--- config.mk ---
export PLATFORM = sky130hd
export DESIGN_NAME = fac_fan_ctrl
export DESIGN_NICKNAME = d
export VERILOG_FILES = /design/src/fac_pkg.sv /design/src/fac_pwm_out.sv /design/src/fac_fan_ctrl.sv
export VERILOG_INCLUDE_DIRS = /design/src
export SDC_FILE = /design/constraint.sdc
export NUM_CORES = 1
export LEC_CHECK = 0
export ABC_AREA = 1
export BUFFER_PORTS_ARGS = -buffer_cell sky130_fd_sc_hd__clkbuf_2
export CELL_PAD_IN_SITES_DETAIL_PLACEMENT = 0
export CELL_PAD_IN_SITES_GLOBAL_PLACEMENT = 1
export CORE_MARGIN = 2
export CORE_UTILIZATION = 46
export CTS_BUF_LIST = sky130_fd_sc_hd__clkbuf_4 sky130_fd_sc_hd__clkbuf_8
export DETAILED_ROUTE_END_ITERATION = 12
export GPL_ROUTABILITY_DRIVEN = 0
export PLACE_DENSITY = 0.82
export SYNTH_ARGS = -nofsm -noshare
export SYNTH_HDL_FRONTEND = slang
export SYNTH_SLANG_ARGS = --single-unit
export TNS_END_PERCENT = 50
--- constraint.sdc ---
create_clock -name core_clk -period 11.64 [get_ports core_clk]
set_input_delay 2.328 -clock core_clk [delete_from_list [all_inputs] [get_ports core_clk]]
set_output_delay 2.328 -clock core_clk [all_outputs]
set_load 0.02 [all_outputs]
--- src/fac_map.svh ---
`ifndef FAC_MAP_SVH
`define FAC_MAP_SVH

// -----------------------------------------------------------------
// Register offsets
// -----------------------------------------------------------------
`define FAC_OFS_FILTER 8'h23
`define FAC_OFS_LOCAL 8'h24
`define FAC_OFS_REMOTE 8'h25
`define FAC_OFS_PARTID 8'h3d
`define FAC_OFS_MAKERID 8'h3e
`define FAC_OFS_PINREV 8'h3f

// -----------------------------------------------------------------
// Reset values
// -----------------------------------------------------------------
`define FAC_RST_FILTER 8'h5d
`define FAC_RST_LOCAL 8'h41
`define FAC_RST_REMOTE 8'h61
`define FAC_RST_PINEN 1'h1

// -----------------------------------------------------------------
// Field positions
// -----------------------------------------------------------------
`define FAC_FF_SPINDIS 7
`define FAC_FF_RAMP 6:5
`define FAC_FF_RATE 4:2
`define FAC_FF_FILT 0
`define FAC_TT_START 7:3
`define FAC_TT_SPAN 2:0
`define FAC_PR_PINEN 7
`define FAC_PR_REV 3:0

// -----------------------------------------------------------------
// Duty scale and span arithmetic
// -----------------------------------------------------------------
`define FAC_DUTY_FULL 8'hf0
`define FAC_DUTY_PER_5C 16'h0030
`define FAC_MIN_STEP 8'h10
`define FAC_SPAN_BASE 8'h05
`define FAC_SPAN_MAXCODE 3'h4
`define FAC_SPAN_C0 9'h005
`define FAC_SPAN_C1 9'h00a
`define FAC_SPAN_C2 9'h014
`define FAC_SPAN_C3 9'h028
`define FAC_SPAN_C4 9'h050

// -----------------------------------------------------------------
// Spin-up times in ms and clock figures
// -----------------------------------------------------------------
`define FAC_SPIN_MS0 14'd200
`define FAC_SPIN_MS1 14'd400
`define FAC_SPIN_MS2 14'd600
`define FAC_SPIN_MS3 14'd800
`define FAC_SPIN_MS4 14'd1000
`define FAC_SPIN_MS5 14'd2000
`define FAC_SPIN_MS6 14'd4000
`define FAC_SPIN_MS7 14'd8000
`define FAC_CLK_PERIOD_NS 10
`define FAC_NS_PER_MS 1000000

`endif

--- src/fac_pkg.sv ---
package fac_pkg;

  // Register access request from the serial interface engine
  typedef struct packed {
    logic [7:0] addr;
    logic wrEn;
    logic rdEn;
    logic [7:0] wrData;
  } fac_reg_req_s;

  // Fan drive states
  typedef enum logic [0:0] {
    stRun,
    stSpin
  } fac_state_e;

endpackage

--- src/fac_pwm_out.sv ---
`timescale 1ns/100ps
`include "fac_map.svh"

module fac_pwm_out #(
  parameter logic [7:0] FULL = `FAC_DUTY_FULL
) (
  input wire logic core_clk,
  input wire logic rst_n,
  input wire logic [7:0] duty,
  output logic pwmOut
);

  // -----------------------------------------------------------------
  // Period counter and compare
  // -----------------------------------------------------------------
  logic [7:0] cntQ; // Position in PWM period
  logic [7:0] cntD;
  wire cntWrap = (cntQ == FULL - 8'h01);

  assign cntD = cntWrap ? 8'h00 : cntQ + 8'h01;

  // Counter and registered output
  always_ff @(posedge core_clk)
  begin
    if (!rst_n)
    begin
      cntQ <= 8'h00;
      pwmOut <= 1'b0;
    end
    else
    begin
      cntQ <= cntD;
      pwmOut <= (cntQ < duty);
    end
  end

endmodule

--- src/fac_fan_ctrl.sv ---
`timescale 1ns/100ps
`include "fac_map.svh"

// Notes on behaviour
// - Spin-up runs only when disable bit clear
// - Duty moves at most ramp step per cycle, except the jump to desired duty when spin-up ends
// - Three-bit measurement rate field is held
// - Bit 0 enables fan filter; bit 1 unused
// - Local temperature above start activates PWM
// - Local start plus span gives full duty
// - Remote temperature above start activates PWM
// - Remote start plus span gives full duty
// - Overtemp pin drives only when enabled
// - Low four bits report read-only revision
// - Duty stays at or above configured minimum duty once reached
// - Spin-up lasts the selected spin-up time
module fac_fan_ctrl #(
  parameter logic [7:0] PART_ID = 8'h5a, // Arbitrary value
  parameter logic [7:0] MAKER_ID = 8'ha5, // Arbitrary value
  parameter logic [3:0] REVISION = 4'h3, // Arbitrary value
  parameter int CYCLES_PER_MS = `FAC_NS_PER_MS / `FAC_CLK_PERIOD_NS
) (
  input wire logic core_clk,
  input wire logic rst_n,
  input fac_pkg::fac_reg_req_s regReq,
  output logic [7:0] regRdData,
  input wire logic [7:0] localTemp,
  input wire logic [7:0] remoteTemp,
  input wire logic monitorTick,
  input wire logic [3:0] minDutyCode,
  input wire logic [2:0] spinCode,
  input wire logic overtempAlert,
  output logic [2:0] measRate,
  output logic fanFilterEn,
  output logic pwmOut,
  output logic overtempPinOut,
  output logic overtempPinOe
);

  // -----------------------------------------------------------------
  // Helper functions
  // -----------------------------------------------------------------
  // Duty from temperature, start code and span code
  function automatic logic [7:0] spanDuty(input logic [7:0] temp,
    input logic [4:0] thr, input logic [2:0] rc);
    logic [8:0] start;
    logic [2:0] k;
    logic [8:0] span;
    logic [8:0] over;
    logic [15:0] prod;
    start = {2'b00, thr, 2'b00};
    k = (rc > `FAC_SPAN_MAXCODE) ? `FAC_SPAN_MAXCODE : rc;
    span = {1'b0, `FAC_SPAN_BASE << k};
    over = {1'b0, temp} - start;
    prod = (16'(over) * `FAC_DUTY_PER_5C) >> k;
    if ({1'b0, temp} <= start)
      spanDuty = 8'h00;
    else if (over >= span)
      spanDuty = `FAC_DUTY_FULL;
    else
      spanDuty = prod[7:0];
  endfunction

  // Spin-up length in ms for each code
  localparam logic [13:0] SPIN_MS [8] = '{`FAC_SPIN_MS0, `FAC_SPIN_MS1,
    `FAC_SPIN_MS2, `FAC_SPIN_MS3, `FAC_SPIN_MS4, `FAC_SPIN_MS5,
    `FAC_SPIN_MS6, `FAC_SPIN_MS7};
  // Span in degrees for each range code, used by the checks
  localparam logic [8:0] SPAN_DEG [8] = '{`FAC_SPAN_C0, `FAC_SPAN_C1,
    `FAC_SPAN_C2, `FAC_SPAN_C3, `FAC_SPAN_C4,
    `FAC_SPAN_C4, `FAC_SPAN_C4, `FAC_SPAN_C4};

  // -----------------------------------------------------------------
  // Register file
  // -----------------------------------------------------------------
  logic [7:0] filterQ; // Fan filter control
  logic [7:0] localQ; // Local start and span
  logic [7:0] remoteQ; // Remote start and span
  logic pinEnQ; // Overtemp pin output enable
  logic [7:0] rdDataQ; // Registered read data

  wire hitFilter = (regReq.addr == `FAC_OFS_FILTER);
  wire hitLocal = (regReq.addr == `FAC_OFS_LOCAL);
  wire hitRemote = (regReq.addr == `FAC_OFS_REMOTE);
  wire hitPinRev = (regReq.addr == `FAC_OFS_PINREV);
  wire [7:0] pinRevWord = {pinEnQ, 3'h0, REVISION};
  wire [7:0] rdSel =
    hitFilter ? filterQ :
    hitLocal ? localQ :
    hitRemote ? remoteQ :
    (regReq.addr == `FAC_OFS_PARTID) ? PART_ID :
    (regReq.addr == `FAC_OFS_MAKERID) ? MAKER_ID :
    hitPinRev ? pinRevWord : 8'h00;

  // Writes and read capture
  always_ff @(posedge core_clk)
  begin
    if (!rst_n)
    begin
      filterQ <= `FAC_RST_FILTER;
      localQ <= `FAC_RST_LOCAL;
      remoteQ <= `FAC_RST_REMOTE;
      pinEnQ <= `FAC_RST_PINEN;
      rdDataQ <= 8'h00;
    end
    else
    begin
      if (regReq.wrEn && hitFilter)
        filterQ <= regReq.wrData;
      if (regReq.wrEn && hitLocal)
        localQ <= regReq.wrData;
      if (regReq.wrEn && hitRemote)
        remoteQ <= regReq.wrData;
      if (regReq.wrEn && hitPinRev)
        pinEnQ <= regReq.wrData[`FAC_PR_PINEN];
      if (regReq.rdEn)
        rdDataQ <= rdSel;
    end
  end

  assign regRdData = rdDataQ;
  assign measRate = filterQ[`FAC_FF_RATE];
  assign fanFilterEn = filterQ[`FAC_FF_FILT];

  // -----------------------------------------------------------------
  // Target duty
  // -----------------------------------------------------------------
  // local start and local span, linear rise
  wire [7:0] localDuty = spanDuty(localTemp, localQ[`FAC_TT_START],
    localQ[`FAC_TT_SPAN]);
  wire [7:0] remoteDuty = spanDuty(remoteTemp, remoteQ[`FAC_TT_START],
    remoteQ[`FAC_TT_SPAN]);
  wire [7:0] tempDuty = (localDuty > remoteDuty) ? localDuty : remoteDuty;
  wire [7:0] minDuty = 8'(minDutyCode * `FAC_MIN_STEP);
  wire [7:0] desired = (tempDuty > minDuty) ? tempDuty : minDuty;

  // -----------------------------------------------------------------
  // Ramp and spin-up control
  // -----------------------------------------------------------------
  fac_pkg::fac_state_e stateQ; // Drive state
  fac_pkg::fac_state_e stateD;
  logic [7:0] dutyQ; // Ramped duty
  logic [7:0] dutyD;
  logic [31:0] msCntQ; // Cycles within current ms
  logic [13:0] msLeftQ; // Spin-up ms remaining

  wire [7:0] stepSize = 8'h01 << filterQ[`FAC_FF_RAMP];
  wire spinDis = filterQ[`FAC_FF_SPINDIS];
  wire startReq = (dutyQ == 8'h00) && (desired != 8'h00);
  wire spinGo = (stateQ == fac_pkg::stRun) && startReq && !spinDis;
  wire msTick = (msCntQ == 32'(CYCLES_PER_MS - 1));
  wire spinDone = (stateQ == fac_pkg::stSpin) && msTick &&
    (msLeftQ == 14'd1);
  wire [7:0] upDiff = desired - dutyQ;
  wire [7:0] downDiff = dutyQ - desired;

  // Next state and next duty
  always_comb
  begin
    stateD = stateQ;
    dutyD = dutyQ;
    unique case (stateQ)
      fac_pkg::stRun:
      begin
        if (spinGo)
          stateD = fac_pkg::stSpin;
        else if (monitorTick && desired > dutyQ)
          dutyD = (upDiff > stepSize) ? dutyQ + stepSize : desired;
        else if (monitorTick && desired < dutyQ)
          dutyD = (downDiff > stepSize) ? dutyQ - stepSize : desired;
      end
      fac_pkg::stSpin:
      begin
        // Hand over at the requested duty
        if (spinDone)
        begin
          stateD = fac_pkg::stRun;
          dutyD = desired;
        end
      end
    endcase
  end

  // State, duty and spin-up timer
  always_ff @(posedge core_clk)
  begin
    if (!rst_n)
    begin
      stateQ <= fac_pkg::stRun;
      dutyQ <= 8'h00;
      msCntQ <= 32'h0;
      msLeftQ <= 14'h0;
    end
    else
    begin
      stateQ <= stateD;
      dutyQ <= dutyD;
      if (spinGo)
      begin
        msCntQ <= 32'h0;
        msLeftQ <= SPIN_MS[spinCode];
      end
      else if (stateQ == fac_pkg::stSpin)
      begin
        msCntQ <= msTick ? 32'h0 : msCntQ + 32'h1;
        if (msTick)
          msLeftQ <= msLeftQ - 14'd1;
      end
    end
  end

  wire [7:0] appliedDuty = (stateQ == fac_pkg::stSpin) ?
    `FAC_DUTY_FULL : dutyQ;

  fac_pwm_out #(
    .FULL(`FAC_DUTY_FULL)
  ) fac_pwm_out_inst (
    .core_clk(core_clk),
    .rst_n(rst_n),
    .duty(appliedDuty),
    .pwmOut(pwmOut)
  );

  // -----------------------------------------------------------------
  // Overtemp pin
  // -----------------------------------------------------------------
  // open-drain low only while enabled
  assign overtempPinOut = 1'b0;
  assign overtempPinOe = pinEnQ && overtempAlert;

  logic [7:0] prevDutyQ; // Duty one cycle back
  always_ff @(posedge core_clk)
  begin
    prevDutyQ <= dutyQ;
  end
  wire [7:0] dutyMove = (dutyQ > prevDutyQ) ? dutyQ - prevDutyQ :
    prevDutyQ - dutyQ;
endmodule

==> results.sh <==
export IMPL_cts_setup_buffers=0
export IMPL_avgRoutedWirePerCell_um=13.98
export IMPL_ys_seq_area_share_pct=20.96
export IMPL_dp_cells=1708
export IMPL_p_clk_share_pct=13.7
export IMPL_port_buffers=58
export IMPL_place_ws_ps=1441
export IMPL_synthDistinctLibCells=58
export IMPL_timing_fmax_ghz=0.1002
export IMPL_io_pins=60
export IMPL_finalSetupViolCount=0
export IMPL_p_per_area_nw_per_um2=187.9
export IMPL_syn_inst=1409
export IMPL_crit_family="simple AND/OR/NAND/NOR gates"
export IMPL_ys_seq_elements=97
export IMPL_synth_area_um2=9264
export IMPL_grt_util_all_layers_pct=22.78
export IMPL_cp_slowest_stage_delay_ps=560
export IMPL_hold_class="reg -> reg"
export IMPL_critPathArrivalTime_ps=10250
export IMPL_cap_violations=0
export IMPL_crit_path_start_kind="input port"
export IMPL_drt_iter0_drc=500
export IMPL_cts_tree="done"
export IMPL_vdd_drop_max_mv=0.1054
export IMPL_initial_utilization_pct=47.29
export IMPL_register_area_um2=1942
export IMPL_intPower_mw=0.9288
export IMPL_fin_util_pct=50.76
export IMPL_htree_levels=3
export IMPL_max_slew_worst_pin_slew_ps=1055
export IMPL_cts_buffer_depth=2
export IMPL_insertion_delay_ps=370
export IMPL_diodes=0
export IMPL_synth_edf_count=0
export IMPL_power_frac_seq_pct=22.3
export IMPL_die_height_um=145.9
export IMPL_synth_flop_cell="dfxtp_1"
export IMPL_final_setup_skew_ps=13.60
export IMPL_power_frac_comb_pct=64.0
export IMPL_via_per_inst=5.129
export IMPL_avgSynthCellArea_um2=6.575
export IMPL_grt_max_degree=40
export IMPL_grt_antenna_before_repair=0
export IMPL_final_nets=1602
export IMPL_timing_slew_headroom_pct=29.06
export IMPL_worstPathMaxFanout=12
export IMPL_ys_warn_count=0
export IMPL_finalPower_mw=1.868
export IMPL_stdcell_area_um2=9943
export IMPL_drive_gt1_share_pct=11.38
export IMPL_final_setup_worst_slack_ps=1657
export IMPL_netSwitchingPower_mw=0.9391
export IMPL_drt_wl_total_um=24110
export IMPL_hold_violations=0
export IMPL_crit_top_cell="nand2_1"
export IMPL_core_area_um2=19590
export IMPL_vias=8843
export IMPL_endpoint_kind="flop"
export IMPL_cts_hold_buffers=0
export IMPL_crit_slowest_cell="a21oi_1"
export IMPL_power_leakage_nw=4.910
export IMPL_grt_pass1_vias=8547
export IMPL_period_share_pct=85.76
export IMPL_placed_area_um2=9716
export IMPL_fin_cells=1724
export IMPL_final_min_clock_period_ps=9983
export IMPL_final_common_cell="nand2_1"
export IMPL_critPathBufInv=7
export IMPL_multi_input_area_um2=6274
export IMPL_drt_pre_antenna_iters=5
export IMPL_num_rows=51
export IMPL_slew_viol_final=0
export IMPL_grt_pass1_wl_um=40750
export IMPL_syn_to_final_growth_pct=7.334
export IMPL_synthArstFlopShare_pct=0
export IMPL_cts_root_buf="clkbuf_8"
export IMPL_clkTransAtPathRegs_ps=110
export IMPL_ctsResizeCount=0
export IMPL_postRouteAntennaNets=0
export IMPL_die_w_um=145.9
export IMPL_overflow=0
export IMPL_crit_required_ps=11910
export IMPL_numClockSinks=97
export IMPL_cts_buffers=9
export IMPL_fill_cells=2108
export IMPL_whs_ps=468.3
export IMPL_layout_common_cells="nand2_1, inv_1, nor2_1, dfxtp_1, ha_1"
export IMPL_place_hpwl_um=19690
export IMPL_rsz0062_at_grt="false"
export IMPL_dieArea_um2=21290
export IMPL_crit_type="in -> reg"
export IMPL_drc=0
export IMPL_setup_tns_ps=0
export IMPL_p_sw_share_pct=50.27
export IMPL_status="finished clean"
-- power groups by stage --
| stage | registers [mW] | clock network (mW) | logic [mW] |
|---|---|---|---|
| global route | 0.422 | 0.273 | 1.37 |
| detailed placement | 0.423 | 0 | 1.19 |
| finish | 0.416 | 0.255 | 1.20 |
| CTS | 0.416 | 0.260 | 1.19 |
| floorplan | 0.404 | 0 | 0.978 |
| global placement | 0.424 | 0 | 1.18 |
-- sequential cells by signal, indices dropped and copies added, names as in the netlist --
register and cells:
dutyQ 8, fac_pwm_out_inst.cntQ 8, fac_pwm_out_inst.pwmOut 1, filterQ 8, localQ 8, msCntQ 32
msLeftQ 14, pinEnQ 1, regRdData 8, remoteQ 8, stateQ 1
-- Yosys cell counts (10+ instances only) --
| cell | number | area share (%) |
|---|---|---|
| nand2_1 | 314 | 13 |
| inv_1 | 213 | 8.6 |
| nor2_1 | 145 | 5.9 |
| dfxtp_1 | 97 | 21 |
| ha_1 | 95 | 13 |
| a21oi_1 | 79 | 4.3 |
| nand3_1 | 76 | 4.1 |
| o21ai_0 | 60 | 3.2 |
| xor2_1 | 43 | 4.1 |
| nand4_1 | 38 | 2.6 |
| nor3_1 | 19 | 1.0 |
| nand2_2 | 18 | 1.2 |
| o21ai_1 | 17 | 0.92 |
| nor4_1 | 15 | 1.0 |
| inv_2 | 11 | 0.45 |
| clkbuf_1 | 10 | 0.41 |
| nor3b_2 | 10 | 1.4 |
| o22ai_1 | 10 | 0.68 |
-- final cells by class --
type                       instances  area share, %
timing repair buffer              60          3.070
multi-input combinational       1057          63.09
clock inverter                     6         0.9060
clock buffer                      10          1.384
tap                              265          3.335
inverter                         229          8.683
sequential                        97          19.53
-- cell families (layout without fill, tap and decap cells) --
family | Yosys count | count (layout) | share of synthesized area [%]
simple gates | 687 | 687 | 34.89
buf+inv | 256 | 305 | 11.36
compound gates | 213 | 213 | 13.33
fa+ha+maj | 103 | 103 | 14.56
flops | 97 | 97 | 20.96
xor+xnor | 51 | 51 | 4.822
other cells | 2 | 3 | 0.08107
-- metal layers --
metal / track usage [%] / wire, um / vias up / part of all wire, %
li1: - / - / 4689 / -
met1: 29.99 / 11440 / 3977 / 47
met2: 40.05 / 11490 / 149 / 48
met3: 1.693 / 711 / 28 / 2.9
met4: 6.373 / 458 / 0 / 1.9
met5: 0 / 0 / - / 0
-- path summary, 6_finish.rpt --
path / to / cells after the start / startpoint / slack [ps]
min reg2reg: regRdData[0] / 2 / regRdData[0] / 470
min: regRdData[0] / 2 / regRdData[0] / 470
max reg2reg: dutyQ[1] / 50 / remoteQ[3] / 3300
max: dutyQ[1] / 52 / remoteTemp[2] / 1660
-- tightest hold or removal path: stages (launching register included) --
cell     delay, ps
dfxtp_1        320
nand2_1         60
a21oi_1         50
(Power assumes the default switching activity.)
